==> src/mrac_pkg.sv <==
// package: constants and types of the mapped register access core
package mrac_pkg;

  // access port widths
  localparam int ADDR_W  = 16;            // address within one group
  localparam int DATA_W  = 32;            // every transfer is one word
  localparam int GROUP_W = 4;             // map-select group number
  localparam int NARROW_W = 16;           // width of the narrow groups

  // map-select group codes
  localparam logic [3:0] GRP_CTRL   = 4'h0; // control, status, phy management
  localparam logic [3:0] GRP_MAC    = 4'h1; // mac registers, wide
  localparam logic [3:0] GRP_PCS    = 4'h2; // pcs, narrow
  localparam logic [3:0] GRP_PMA    = 4'h3; // pma/pmd, narrow
  localparam logic [3:0] GRP_SCHED  = 4'h4; // scheduler and vendor phy, narrow
  localparam logic [3:0] GRP_VENDOR = 4'hC; // vendor, narrow

  // register addresses inside the control group
  localparam logic [15:0] OFS_ID      = 16'h0000; // constant identity word
  localparam logic [15:0] OFS_CFG     = 16'h0001; // configuration and isolation
  localparam logic [15:0] OFS_LOCK    = 16'h0002; // write-once lock
  localparam logic [15:0] OFS_STATUS  = 16'h0003; // event flags
  localparam logic [15:0] OFS_SCRATCH = 16'h0004; // cleared after read
  localparam logic [15:0] OFS_CMD     = 16'h0005; // self-clearing command
  // address of the single register in the mac and narrow groups
  localparam logic [15:0] OFS_MAC_DATA = 16'h0000;
  localparam logic [15:0] OFS_NARROW   = 16'h0000;

  // field positions
  localparam int CFG_ISO_BIT  = 31; // isolated mode, write zero to leave
  localparam int LOCK_BIT     = 0;  // sticky once written to one
  localparam int CMD_GO_BIT   = 0;  // starts the command
  localparam int ST_CW1_BIT   = 0;  // cleared by writing one
  localparam int ST_CW0_BIT   = 1;  // cleared by writing zero
  localparam int ST_CWANY_BIT = 2;  // cleared by any write
  localparam int ST_LH_BIT    = 3;  // latched high, cleared by read
  localparam int ST_LL_BIT    = 4;  // latched low, restored by read
  localparam int ST_COR_BIT   = 5;  // cleared by read
  localparam int ST_COUNT     = 6;  // number of status flags

  // values after reset
  localparam logic [15:0] CFG_RST     = 16'h0000;
  localparam logic [31:0] SCRATCH_RST = 32'h0000_0000;
  localparam logic [31:0] MAC_RST     = 32'h0000_0000;
  localparam logic [15:0] NARROW_RST  = 16'h0000;
  localparam logic [31:0] ZERO_WORD   = 32'h0000_0000;
  localparam logic [15:0] ZERO_HALF   = 16'h0000;

  // link bit rate tick
  localparam int CLK_MHZ        = 200; // system clock rate
  localparam int LINK_RATE_MBPS = 10;  // shared medium bit rate
  localparam int BIT_CYCLES     = CLK_MHZ / LINK_RATE_MBPS;
  localparam int DIV_W          = 5;   // holds BIT_CYCLES - 1

  // command sequencer states
  typedef enum logic [0:0] {
    CMD_IDLE = 1'b0,
    CMD_RUN  = 1'b1
  } mrac_cmd_state_t;

endpackage : mrac_pkg

==> src/mrac_flag_cell.sv <==
// one latched status flag with set-over-clear priority
`timescale 1ns/100ps
module mrac_flag_cell #(
  parameter logic ACTIVE = 1'b1  // level the flag takes on its event
) (
  input  wire logic sys_clk,
  input  wire logic rst_n,
  input  wire logic event_hit,   // underlying event, one cycle or level
  input  wire logic clear_req,   // host access that restores the flag
  output logic      flag
);

  // whole state of the cell
  typedef struct packed {
    logic q;   // current flag level
  } mrac_flag_state_t;

  mrac_flag_state_t st_reg;   // registered state
  mrac_flag_state_t st_next;  // next state

  // an event in the clearing cycle wins, so no event is lost
  always_comb begin
    st_next = st_reg;
    if (event_hit) begin
      st_next.q = ACTIVE;
    end else if (clear_req) begin
      st_next.q = ~ACTIVE;
    end
  end

  // the flag rests at the inactive level after reset
  always_ff @(posedge sys_clk) begin
    if (!rst_n) begin
      st_reg.q <= ~ACTIVE;
    end else begin
      st_reg <= st_next;
    end
  end

  assign flag = st_reg.q;

endmodule : mrac_flag_cell

==> src/mrac_core.sv <==
// register access core: group decode, field semantics, boot strap
`timescale 1ns/100ps
// Summary of operation
// - strap pin sampled during reset selects boot mode
// - strap low gives normal mode, links driven
// - strap high isolates pins until host clears
// - interrupt and register access work while isolated
// - groups zero and one hold wide registers
// - groups two, three, four, twelve are narrow
// - all transfers wide, narrow reads zero-extended
// - narrow writes drop the upper two bytes
// - group plus address selects one register
// - every field returns to default on reset
// - plain field reads back last written value until the lock is set
// - write-once field sticks until reset
// - read-only fields ignore writes, constants fixed
// - clear-on-read flag clears when read
// - clear-on-write flag clears on any write
// - clear-on-value flag clears on matching bit
// - clear-after-read field writable, cleared after read
// - command bit holds until operation completes
// - latched high flag holds one until read
// - latched low flag holds zero until read
// - slave toward host, ten megabit link tick
module mrac_core #(
  parameter int          ADDR_W   = mrac_pkg::ADDR_W,  // in-group address width
  parameter int          DATA_W   = mrac_pkg::DATA_W,  // transfer width
  parameter logic [31:0] ID_VALUE = 32'h0000_0A5A     // arbitrary identity value
) (
  input  wire logic                          sys_clk,
  input  wire logic                          rst_n,
  input  wire logic                          boot_strap_io,
  input  wire logic                          req_valid,
  input  wire logic                          req_write,
  input  wire logic [mrac_pkg::GROUP_W-1:0]  req_group,
  input  wire logic [ADDR_W-1:0]             req_addr,
  input  wire logic [DATA_W-1:0]             req_wdata,
  output logic                               rsp_valid,
  output logic [DATA_W-1:0]                  rsp_rdata,
  input  wire logic [mrac_pkg::ST_COUNT-1:0] status_events,
  input  wire logic                          cmd_done,
  output logic                               cmd_start,
  output logic                               cmd_busy,
  output logic [15:0]                        cfg_ctrl,
  output logic [DATA_W-1:0]                  mac_word,
  input  wire logic                          link_oe_req,
  output logic                               link_oe,
  input  wire logic                          irq_req,
  output logic                               irq_out,
  output logic                               isolated,
  output logic                               bit_tick
);

  // the decode below is built for these widths only
  if (ADDR_W != 16 || DATA_W != 32) begin : g_bad_width
    $error("mrac_core supports only 16-bit addresses and 32-bit data");
  end

  // whole state of the core
  typedef struct packed {
    logic                            rsp_valid;  // answer strobe
    logic [31:0]                     rsp_rdata;  // answer word
    logic                            iso;        // isolated mode
    logic                            lock;       // write-once lock
    logic [15:0]                     cfg;        // plain control field
    logic [31:0]                     scratch;    // cleared after read
    logic                            cmd_go;     // self-clearing command bit
    mrac_pkg::mrac_cmd_state_t       cst;        // command sequencer
    logic                            cmd_start;  // start pulse
    logic [31:0]                     mac;        // mac group word
    logic [3:0][15:0]                narrow;     // one word per narrow group
    logic [mrac_pkg::DIV_W-1:0]      div;        // bit tick divider
    logic                            tick;       // bit tick pulse
    logic                            link_oe;    // gated pin enable
    logic                            irq;        // interrupt request out
  } mrac_state_t;

  mrac_state_t st_reg;   // registered state
  mrac_state_t st_next;  // next state

  // decoded access strobes
  logic                          rd_hit;        // a read is taken
  logic                          wr_hit;        // a write is taken
  logic                          in_ctrl;       // control group addressed
  logic [2:0]                    narrow_idx;    // narrow slot, 4 when none
  logic [mrac_pkg::ST_COUNT-1:0] flags;         // flag cell outputs
  logic [mrac_pkg::ST_COUNT-1:0] flag_clr;      // flag clear requests
  logic                          st_rd;         // status read
  logic                          st_wr;         // status write

  // maps a narrow group to its storage slot; 4 means not narrow
  function automatic logic [2:0] narrow_slot(input logic [3:0] grp);
    logic [2:0] idx;
    idx = 3'd4;
    case (grp)
      mrac_pkg::GRP_PCS:    idx = 3'd0;
      mrac_pkg::GRP_PMA:    idx = 3'd1;
      mrac_pkg::GRP_SCHED:  idx = 3'd2;
      mrac_pkg::GRP_VENDOR: idx = 3'd3;
      default:              idx = 3'd4;
    endcase
    return idx;
  endfunction : narrow_slot

  // true when the request names this register of the control group
  function automatic logic ctrl_at(input logic [15:0] ofs, input logic [15:0] adr);
    return adr == ofs;
  endfunction : ctrl_at

  // request decode; every request is taken, no wait states
  always_comb begin
    rd_hit     = req_valid && !req_write;
    wr_hit     = req_valid && req_write;
    in_ctrl    = req_group == mrac_pkg::GRP_CTRL;
    narrow_idx = narrow_slot(req_group);
    st_rd      = rd_hit && in_ctrl && ctrl_at(mrac_pkg::OFS_STATUS, req_addr);
    st_wr      = wr_hit && in_ctrl && ctrl_at(mrac_pkg::OFS_STATUS, req_addr);
  end

  // clear conditions of each status flag
  always_comb begin
    flag_clr = '0;
    flag_clr[mrac_pkg::ST_CW1_BIT]   = st_wr && req_wdata[mrac_pkg::ST_CW1_BIT];
    flag_clr[mrac_pkg::ST_CW0_BIT]   = st_wr && !req_wdata[mrac_pkg::ST_CW0_BIT];
    flag_clr[mrac_pkg::ST_CWANY_BIT] = st_wr;
    flag_clr[mrac_pkg::ST_LH_BIT]    = st_rd;
    flag_clr[mrac_pkg::ST_LL_BIT]    = st_rd;
    flag_clr[mrac_pkg::ST_COR_BIT]   = st_rd;
  end

  // status flags; the latched-low one rests high and drops on its event
  for (genvar i = 0; i < mrac_pkg::ST_COUNT; i++) begin : g_flag
    localparam logic ACT = (i == mrac_pkg::ST_LL_BIT) ? 1'b0 : 1'b1;
    mrac_flag_cell #(
      .ACTIVE (ACT)
    ) u_flag (
      .sys_clk   (sys_clk),
      .rst_n     (rst_n),
      .event_hit (status_events[i]),
      .clear_req (flag_clr[i]),
      .flag      (flags[i])
    );
  end

  // next state of everything but the flags
  always_comb begin
    st_next           = st_reg;
    st_next.rsp_valid = req_valid;
    st_next.rsp_rdata = mrac_pkg::ZERO_WORD;
    st_next.cmd_start = 1'b0;

    // read path: answer carries the value before any read side effect
    if (rd_hit) begin
      if (in_ctrl) begin
        case (req_addr)
          mrac_pkg::OFS_ID: begin
            st_next.rsp_rdata = ID_VALUE;
          end
          mrac_pkg::OFS_CFG: begin
            st_next.rsp_rdata = {st_reg.iso, 15'h0000, st_reg.cfg};
          end
          mrac_pkg::OFS_LOCK: begin
            st_next.rsp_rdata = {31'h0000_0000, st_reg.lock};
          end
          mrac_pkg::OFS_STATUS: begin
            st_next.rsp_rdata = {26'h000_0000, flags};
          end
          mrac_pkg::OFS_SCRATCH: begin
            st_next.rsp_rdata = st_reg.scratch;
            st_next.scratch   = mrac_pkg::SCRATCH_RST;
          end
          mrac_pkg::OFS_CMD: begin
            st_next.rsp_rdata = {31'h0000_0000, st_reg.cmd_go};
          end
          default: begin
            st_next.rsp_rdata = mrac_pkg::ZERO_WORD;
          end
        endcase
      end else if (req_group == mrac_pkg::GRP_MAC) begin
        if (req_addr == mrac_pkg::OFS_MAC_DATA) begin
          st_next.rsp_rdata = st_reg.mac;
        end
      end else if (narrow_idx != 3'd4) begin
        if (req_addr == mrac_pkg::OFS_NARROW) begin
          // upper bytes always read as zero
          st_next.rsp_rdata = {mrac_pkg::ZERO_HALF, st_reg.narrow[narrow_idx[1:0]]};
        end
      end
    end

    // write path; writes to constants and unmapped words do nothing
    if (wr_hit) begin
      if (in_ctrl) begin
        case (req_addr)
          mrac_pkg::OFS_CFG: begin
            // the lock freezes the control field but never isolation
            if (!st_reg.lock) begin
              st_next.cfg = req_wdata[15:0];
            end
            if (!req_wdata[mrac_pkg::CFG_ISO_BIT]) begin
              st_next.iso = 1'b0;
            end
          end
          mrac_pkg::OFS_LOCK: begin
            st_next.lock = st_reg.lock | req_wdata[mrac_pkg::LOCK_BIT];
          end
          mrac_pkg::OFS_SCRATCH: begin
            st_next.scratch = req_wdata;
          end
          mrac_pkg::OFS_CMD: begin
            // a new start is ignored while one is running
            if (req_wdata[mrac_pkg::CMD_GO_BIT] && st_reg.cst == mrac_pkg::CMD_IDLE) begin
              st_next.cmd_go    = 1'b1;
              st_next.cst       = mrac_pkg::CMD_RUN;
              st_next.cmd_start = 1'b1;
            end
          end
          default: begin
            st_next.cfg = st_reg.cfg;
          end
        endcase
      end else if (req_group == mrac_pkg::GRP_MAC) begin
        if (req_addr == mrac_pkg::OFS_MAC_DATA) begin
          st_next.mac = req_wdata;
        end
      end else if (narrow_idx != 3'd4) begin
        if (req_addr == mrac_pkg::OFS_NARROW) begin
          // the two upper bytes are dropped
          st_next.narrow[narrow_idx[1:0]] = req_wdata[15:0];
        end
      end
    end

    // command sequencer: bit stays set until the operation reports done
    case (st_reg.cst)
      mrac_pkg::CMD_IDLE: begin
        st_next.cst = st_next.cst;
      end
      mrac_pkg::CMD_RUN: begin
        if (cmd_done) begin
          st_next.cmd_go = 1'b0;
          st_next.cst    = mrac_pkg::CMD_IDLE;
        end
      end
      default: begin
        st_next.cst    = mrac_pkg::CMD_IDLE;
        st_next.cmd_go = 1'b0;
      end
    endcase

    // bit tick divider at the link rate
    if (st_reg.div == mrac_pkg::DIV_W'(mrac_pkg::BIT_CYCLES - 1)) begin
      st_next.div  = '0;
      st_next.tick = 1'b1;
    end else begin
      st_next.div  = st_reg.div + 1'b1;
      st_next.tick = 1'b0;
    end

    // isolation holds link pins undriven, interrupt passes untouched
    st_next.link_oe = link_oe_req && !st_reg.iso;
    st_next.irq     = irq_req;
  end

  // registers; synchronous reset also samples the boot strap
  always_ff @(posedge sys_clk) begin
    if (!rst_n) begin
      st_reg.rsp_valid <= 1'b0;
      st_reg.rsp_rdata <= mrac_pkg::ZERO_WORD;
      st_reg.iso       <= boot_strap_io;
      st_reg.lock      <= 1'b0;
      st_reg.cfg       <= mrac_pkg::CFG_RST;
      st_reg.scratch   <= mrac_pkg::SCRATCH_RST;
      st_reg.cmd_go    <= 1'b0;
      st_reg.cst       <= mrac_pkg::CMD_IDLE;
      st_reg.cmd_start <= 1'b0;
      st_reg.mac       <= mrac_pkg::MAC_RST;
      st_reg.narrow    <= {4{mrac_pkg::NARROW_RST}};
      st_reg.div       <= '0;
      st_reg.tick      <= 1'b0;
      st_reg.link_oe   <= 1'b0;
      st_reg.irq       <= 1'b0;
    end else begin
      st_reg <= st_next;
    end
  end

  // outputs straight from the state register
  assign rsp_valid = st_reg.rsp_valid;
  assign rsp_rdata = st_reg.rsp_rdata;
  assign cmd_start = st_reg.cmd_start;
  assign cmd_busy  = st_reg.cmd_go;
  assign cfg_ctrl  = st_reg.cfg;
  assign mac_word  = st_reg.mac;
  assign link_oe   = st_reg.link_oe;
  assign irq_out   = st_reg.irq;
  assign isolated  = st_reg.iso;
  assign bit_tick  = st_reg.tick;

endmodule : mrac_core

==> config.mk <==
export PLATFORM = sky130hd
export DESIGN_NAME = mrac_core
export DESIGN_NICKNAME = d
export VERILOG_FILES = /design/src/mrac_pkg.sv /design/src/mrac_flag_cell.sv /design/src/mrac_core.sv
export SDC_FILE = /design/constraint.sdc
export NUM_CORES = 1
export LEC_CHECK = 0
export ABC_AREA = 1
export BUFFER_PORTS_ARGS = -buffer_cell sky130_fd_sc_hd__buf_4
export CAP_MARGIN = 30
export CORE_ASPECT_RATIO = 0.9
export CORE_MARGIN = 4
export CORE_UTILIZATION = 51
export CTS_BUF_LIST = sky130_fd_sc_hd__clkbuf_4 sky130_fd_sc_hd__clkbuf_8 sky130_fd_sc_hd__clkbuf_16
export DETAILED_ROUTE_END_ITERATION = 7
export GPL_ROUTABILITY_DRIVEN = 0
export PLACE_DENSITY = 0.77
export SLEW_MARGIN = 15
export SYNTH_ARGS = -nofsm -noshare
export SYNTH_HDL_FRONTEND = slang
export SYNTH_HIERARCHICAL = 1
export SYNTH_SLANG_ARGS = --single-unit
==> constraint.sdc <==
create_clock -name sys_clk -period 1.3 [get_ports sys_clk]
set_input_delay 0.065 -clock sys_clk [delete_from_list [all_inputs] [get_ports sys_clk]]
set_output_delay 0.065 -clock sys_clk [all_outputs]
set_load 0.02 [all_outputs]
== Word-level counts from Yosys, hierarchy flattened ==
Cells that the tools add are included.
W data, S select, Z words.

* Register bits: 196
* Output and inout port bits: 87

* Add/subtract/negate cells: 1
* Order comparisons: 2
* Eq/ne operators: 16
* Muxes and demuxes: 47
* Bitwise operators: 6
* Reductions and logical operators: 30

{| class="wikitable"
|+ Operator list
! kind !! count
|-
| $mux W32 || 9
|-
| $mux W64 || 3
|-
| $pmux W32 S6 || 1
|-
| $mux W157 || 1
|-
| $mux W149 || 1
|-
| $mux W16 || 6
|-
| $mux W96 || 1
|-
| $bwmux W64 || 1
|-
| $mux W53 || 1
|-
| $bmux W16 S2 || 1
|-
| $demux W16 S2 || 1
|-
| $eq A16 B2 Y1 const B || 2
|-
| $eq A16 B3 Y1 const B || 2
|-
| $eq A16 B1 Y1 const B || 1
|-
| $logic_not A16 Y1 || 1
|-
| $reduce_and A4 Y1 || 4
|-
| $mux W1 || 15
|-
| $pmux W3 S4 || 1
|-
| $reduce_bool A2 Y1 || 6
|-
| $logic_and A1 B1 Y1 || 11
|-
| $eq A4 B2 Y1 const B || 2
|-
| $mux W3 || 2
|-
| $mux W6 || 1
|-
| $ne A2 B1 Y1 const B || 3
|-
| 19 further kinds || 25
|}

== Longest topological paths before layout ==
* Depth in word-level cells: 15
* Depth in mapped cells: 12
* Gate-level depth less buffers: 11

== Hierarchy ==
The synthesis kept the hierarchy.

{| class="wikitable"
|+ By module, submodules not included
! module !! instances !! cells each !! area each (sq um) !! sequential area each (sq um)
|-
| mrac_core || 1 || 1,165 || 8,597.0 || 3,813.7
|-
| mrac_flag_cell at g_flag[0].u_flag ... || 5 || 6 || 43.8 || 20.0
|-
| mrac_flag_cell at g_flag[4].u_flag || 1 || 4 || 32.5 || 20.0
|}

== Worst setup path before layout ==
Ideal clock, no wire load.

* Kind: input -> register
* Start: in req_addr[15]
* End: reg g_flag[3].u_flag.st_reg
* Data arrival time: 1.275 ns
* Data required time: 1.186 ns
* Slack: -0.089 ns
* Stages on the path: 10
* Cell sequence: nor2_1 nand2_1 nor2_2 buf_6 buf_2 nand3_1 nor3_1 inv_1 nand2_1 a21oi_2

* Word-level cells in the longest chain between the ends: 3

{| class="wikitable"
|+ Ends and longest elaborated chain
! what !! line !! source
|-
| from (decl) || mrac_core.sv:36 || <nowiki>input wire logic [ADDR_W-1:0] req_addr,</nowiki>
|-
| $eq A16 B2 Y1 || mrac_core.sv:107 || <nowiki>return adr == ofs;</nowiki>
|-
| $logic_and A1 B1 Y1 || mrac_core.sv:116 || <nowiki>st_rd = rd_hit && in_ctrl && ctrl_at(mrac_pkg::OFS_STATUS, req_addr);</nowiki>
|-
| via flag_clr (one bit) || mrac_core.sv:87 || <nowiki>logic [mrac_pkg::ST_COUNT-1:0] flag_clr;</nowiki>
|-
| $reduce_bool A2 Y1 (no line) || - ||
|-
| to (signal assigned) || mrac_flag_cell.sv:36 || <nowiki>st_reg <= st_next;</nowiki>
|-
| to (decl) || mrac_flag_cell.sv:18 || <nowiki>mrac_flag_state_t st_reg;</nowiki>
|}

The timed path passes the listed nets, and every way through them passes these cells.
A chain may end at the register's enable or synchronous reset.

== Worst setup path in the final report ==
* Start: in req_addr[6]
* End: reg rsp_rdata[2] (netlist name)

* Word-level cells in the longest chain between the ends: 5
* Elaborated cells on any way between the ends: 12
* Classes of those cells: eq/ne (5); mux (6); reduce/logical (1)

{| class="wikitable"
|+ Ends and longest elaborated chain
! what !! line !! source
|-
| $logic_not A16 Y1 || mrac_core.sv:155, mrac_core.sv:180, mrac_core.sv:184 ||
|-
| $mux W16 || mrac_core.sv:184 || <nowiki>if (req_addr == mrac_pkg::OFS_NARROW) begin</nowiki>
|-
| $mux W16 || mrac_core.sv:183 || <nowiki>end else if (narrow_idx != 3'd4) begin</nowiki>
|-
| $mux W32 || mrac_core.sv:179 || <nowiki>end else if (req_group == mrac_pkg::GRP_MAC) begin</nowiki>
|-
| $mux W32 (*) || mrac_core.sv:154 || <nowiki>if (in_ctrl) begin</nowiki>
|}

Mark *: on every way between the ends. The rest lies on a longest branch, timed or not.

==> impl_results.md <==
* Hold Path Origin: rst_n
* Routed WL at 24620 um
* IO Count at 153
* Sequential share of power at 49.8%
* TritonCTS clock tree: yes
* Crit. End Element: register
* First-pass GRT wire length at 39610 um
* Period utilization at 96.71%
* Vias after detailed routing at 8337
* Seq/Total Area, Yosys at 44.46%
* Vias/cell at 5.175
* Die ar. at 19520 um2
* Crit path max fanout at 10
* Combinational share of power at 6.8%
* Syn_area_per_cell at 7.380 um2
* Synth unique cells at 40
* TritonCTS Sinks at 196
* FF-to-FF path depth at 6
* DR DRC count at 0
* RR Startpoint: st_reg[3]$_SDFF_PP0_
* Layout Skew at 9.966 ps
* Synth-to-layout area growth at 26.91%
* Achievable Freq at 795.4 MHz
* Setup-failing EPs final at 0
* Max VDD drop at 1.065 mV
* Clock Path Buffers at 2
* Critical Path Start Type: input port
* I/O Buffers at 152
* Syn nets at 1266
* Skew-Pair Late Insertion Delay at 430 ps
* Setup_tns at 0 ps
* Die Span X at 146.8 um
* Top_reg_cell synth: dfxtp_1
* Clock slew at reported path FFs at 70 ps
* Net switching power at 0.002824 W
* Clock root cell: clkbuf_16
* Fin. Hold Viols at 0
* Syn Inst Count at 1199
* Starting Density at 52.21%
* Max Cap Viol at 0
* Slew HR at 74.04%
* H-tree depth at 4
* P_int at 0.009326 W
* Drt first pass iters at 5
* Pin count of the biggest net entering global routing at 66
* # diodes at 0
* Fin util at 66.26%
* Status: complete, no violations
* Gr usage total at 25.07%
* Crit path time final at 1257 ps
* Leak Pwr at 4.623 nW
* Worst-Margin Slew at 389.5 ps
* DRT iter0 DRCs at 786
* Reg2reg setup slack at 160 ps
* Die Y at 133.0 um
* Number of enable flip-flop cells after synthesis at 1
* Sw Share at 23.24%
* DP HPWL at 17270 um
* Num rows at 45
* RSZ-0062 raised after global routing: yes
* HP Class: input port to register
* Pwr/cell area at 1082 nW/um2
* FF-to-FF End: st_reg[5]$_SDFF_PP0_
* Synth warn at 6
* Final nets at 1430
* Hold Path Depth at 3
* Layout cells sized above 1 at 23.40%
* Residual overflow from global routing at 0
* Vias in the first global route at 7866
* Post-DRT Antenna Nets at 0
* Setup CP Type: input port to register
* Setup Fix Bufs, Post-CTS at 0
* Worst path arrival time at 1590 ps
* Core area at 16950 um2
* Synthesized area at 8848 um2
* Crit. Startpoint: req_addr[6]
* CP Data Required Time at 1640 ps
* Final Slew Violations at 0
* Clock power frac at 43.4%
* Synth Register Bits at 196
* CTS buffer count at 17
* WHS Endpoint: bit_tick$_SDFF_PN0_
* Async set or reset register ratio after synthesis at 0%
* Antenna violations before repair at 0
* Routed len/inst at 15.28 um
[cells by family (layout without fill, tap and decap cells)]
kind of cell / Yosys count / count (layout) / share of synthesized area, %
AO/OA/AOI/OAI: 305 / 305 / 18.10
XOR/XNOR: 2 / 2 / 0.1980
adder cells (fa/ha/maj): 1 / 1 / 0.1414
buffers and inverters: 289 / 466 / 16.42
flip-flops: 196 / 196 / 44.46
AND/OR/NAND/NOR: 406 / 406 / 20.69
[how the worst max path moves through the flow]
| stage | endpoint |
|---|---|
| after floorplan | cfg_ctrl[10]$_SDFFE_PN0P_ |
| after global placement | rsp_rdata[2]$_SDFF_PN0_ |
| after detailed placement | rsp_rdata[2]$_SDFF_PN0_ |
| after CTS | rsp_rdata[2]$_SDFF_PN0_ |
| after global routing | rsp_rdata[5]$_SDFF_PN0_ |
| final | rsp_rdata[2]$_SDFF_PN0_ |
[synth_stat cells, types with 2 or more instances]
cell type / number / share of area (%)
dfxtp_1: 195 / 44
a21boi_1: 2 / 0.17
buf_2: 29 / 1.6
a21oi_2: 6 / 0.59
nand4_1: 11 / 0.78
nand2_2: 3 / 0.21
inv_1: 136 / 5.8
o22ai_1: 2 / 0.14
buf_4: 86 / 7.3
clkbuf_1: 24 / 1.0
nand2_1: 201 / 8.5
nor2_1: 86 / 3.6
nor3_1: 36 / 2.0
o21ai_0: 111 / 6.3
a21oi_1: 135 / 7.6
a22oi_1: 15 / 1.3
o21ai_1: 31 / 1.8
nor2_4: 5 / 0.64
nor2_2: 7 / 0.49
a21boi_0: 2 / 0.17
or2_1: 2 / 0.14
inv_2: 10 / 0.42
nand3_2: 8 / 0.91
nand3_1: 40 / 2.3
[critical path: stages]
cell and delay (ps):
buf_4 110, inv_1 60, nand4_1 190, nor2_4 230, nand2_4 120, buf_12 140, nor2_4 70, buf_4 160
nand3_1 120, nand2_1 70, inv_1 30, a21oi_1 220
[cell type report]
type,instances,area (um2)
Inverter,147,551.8
Multi-Input combinational cell,714,3481
Clock buffer,19,440.4
Clock inverter,13,148.9
Tap cell,235,294.0
Timing Repair Buffer,287,2380
Fill cell,1432,5718
Sequential cell,196,3934
[through the flow]
| stage | worst slack (ps) | total power (W) | hold slack (ps) | area [um2] | cells |
|---|---|---|---|---|---|
| global placement | -334.8 | 0.006888 | 245.7 | 10180 | 1534 |
| detailed placement | -348.6 | 0.006897 | 258.6 | 10180 | 1534 |
| floorplan | 0.4061 | 0.006485 | 133.9 | 8859 | 1199 |
| CTS | 101.0 | 0.01222 | 7.522 | 11220 | 1611 |
| global route | -12.21 | 0.01252 | 31.49 | 11230 | 1611 |
| finish | 42.73 | 0.01215 | 13.45 | 11230 | 1611 |
[repair_timing]
item / 4_1_cts / 5_1_grt
hold buffers: 45 / 0
endpoints found under the setup margin: 0 / 11
resized for setup: 0 / 3
hold endpoints to repair: 133 / 0
[routing by layer]
metal	GRT usage [%]	wire length, um	share of wire [%]
met1	32.44	10480	43
met2	40.08	11280	46
met3	5.171	1919	7.8
met4	12.02	943	3.8
met5	0	0	0
[power by group through the flow]
stage / registers, W / logic [W] / clock network, W
floorplan: 0.00619 / 0.000292 / 0
detailed placement: 0.00619 / 0.000707 / 0
global route: 0.00605 / 0.000899 / 0.00557
global placement: 0.00619 / 0.000698 / 0
finish: 0.00605 / 0.000829 / 0.00527
CTS: 0.00605 / 0.000819 / 0.00535
[cell usage in the layout, fill, tap and decap left out, types with 3 or more instances in the layout]
cell type / instances
nand2_2: 3
inv_2: 11
buf_4: 233
nand3_2: 8
inv_6: 4
nor2_2: 5
a21oi_1: 134
o21ai_0: 111
nor2_1: 86
nor3_1: 35
dlygate4sd3_1: 45
nand3_1: 40
nor2_4: 7
nand2_1: 201
clkbuf_16: 17
dfxtp_1: 195
a22oi_1: 15
nand4_1: 11
a21oi_2: 7
buf_12: 9
inv_1: 135
o21ai_1: 31
(Power assumes the default switching activity.)
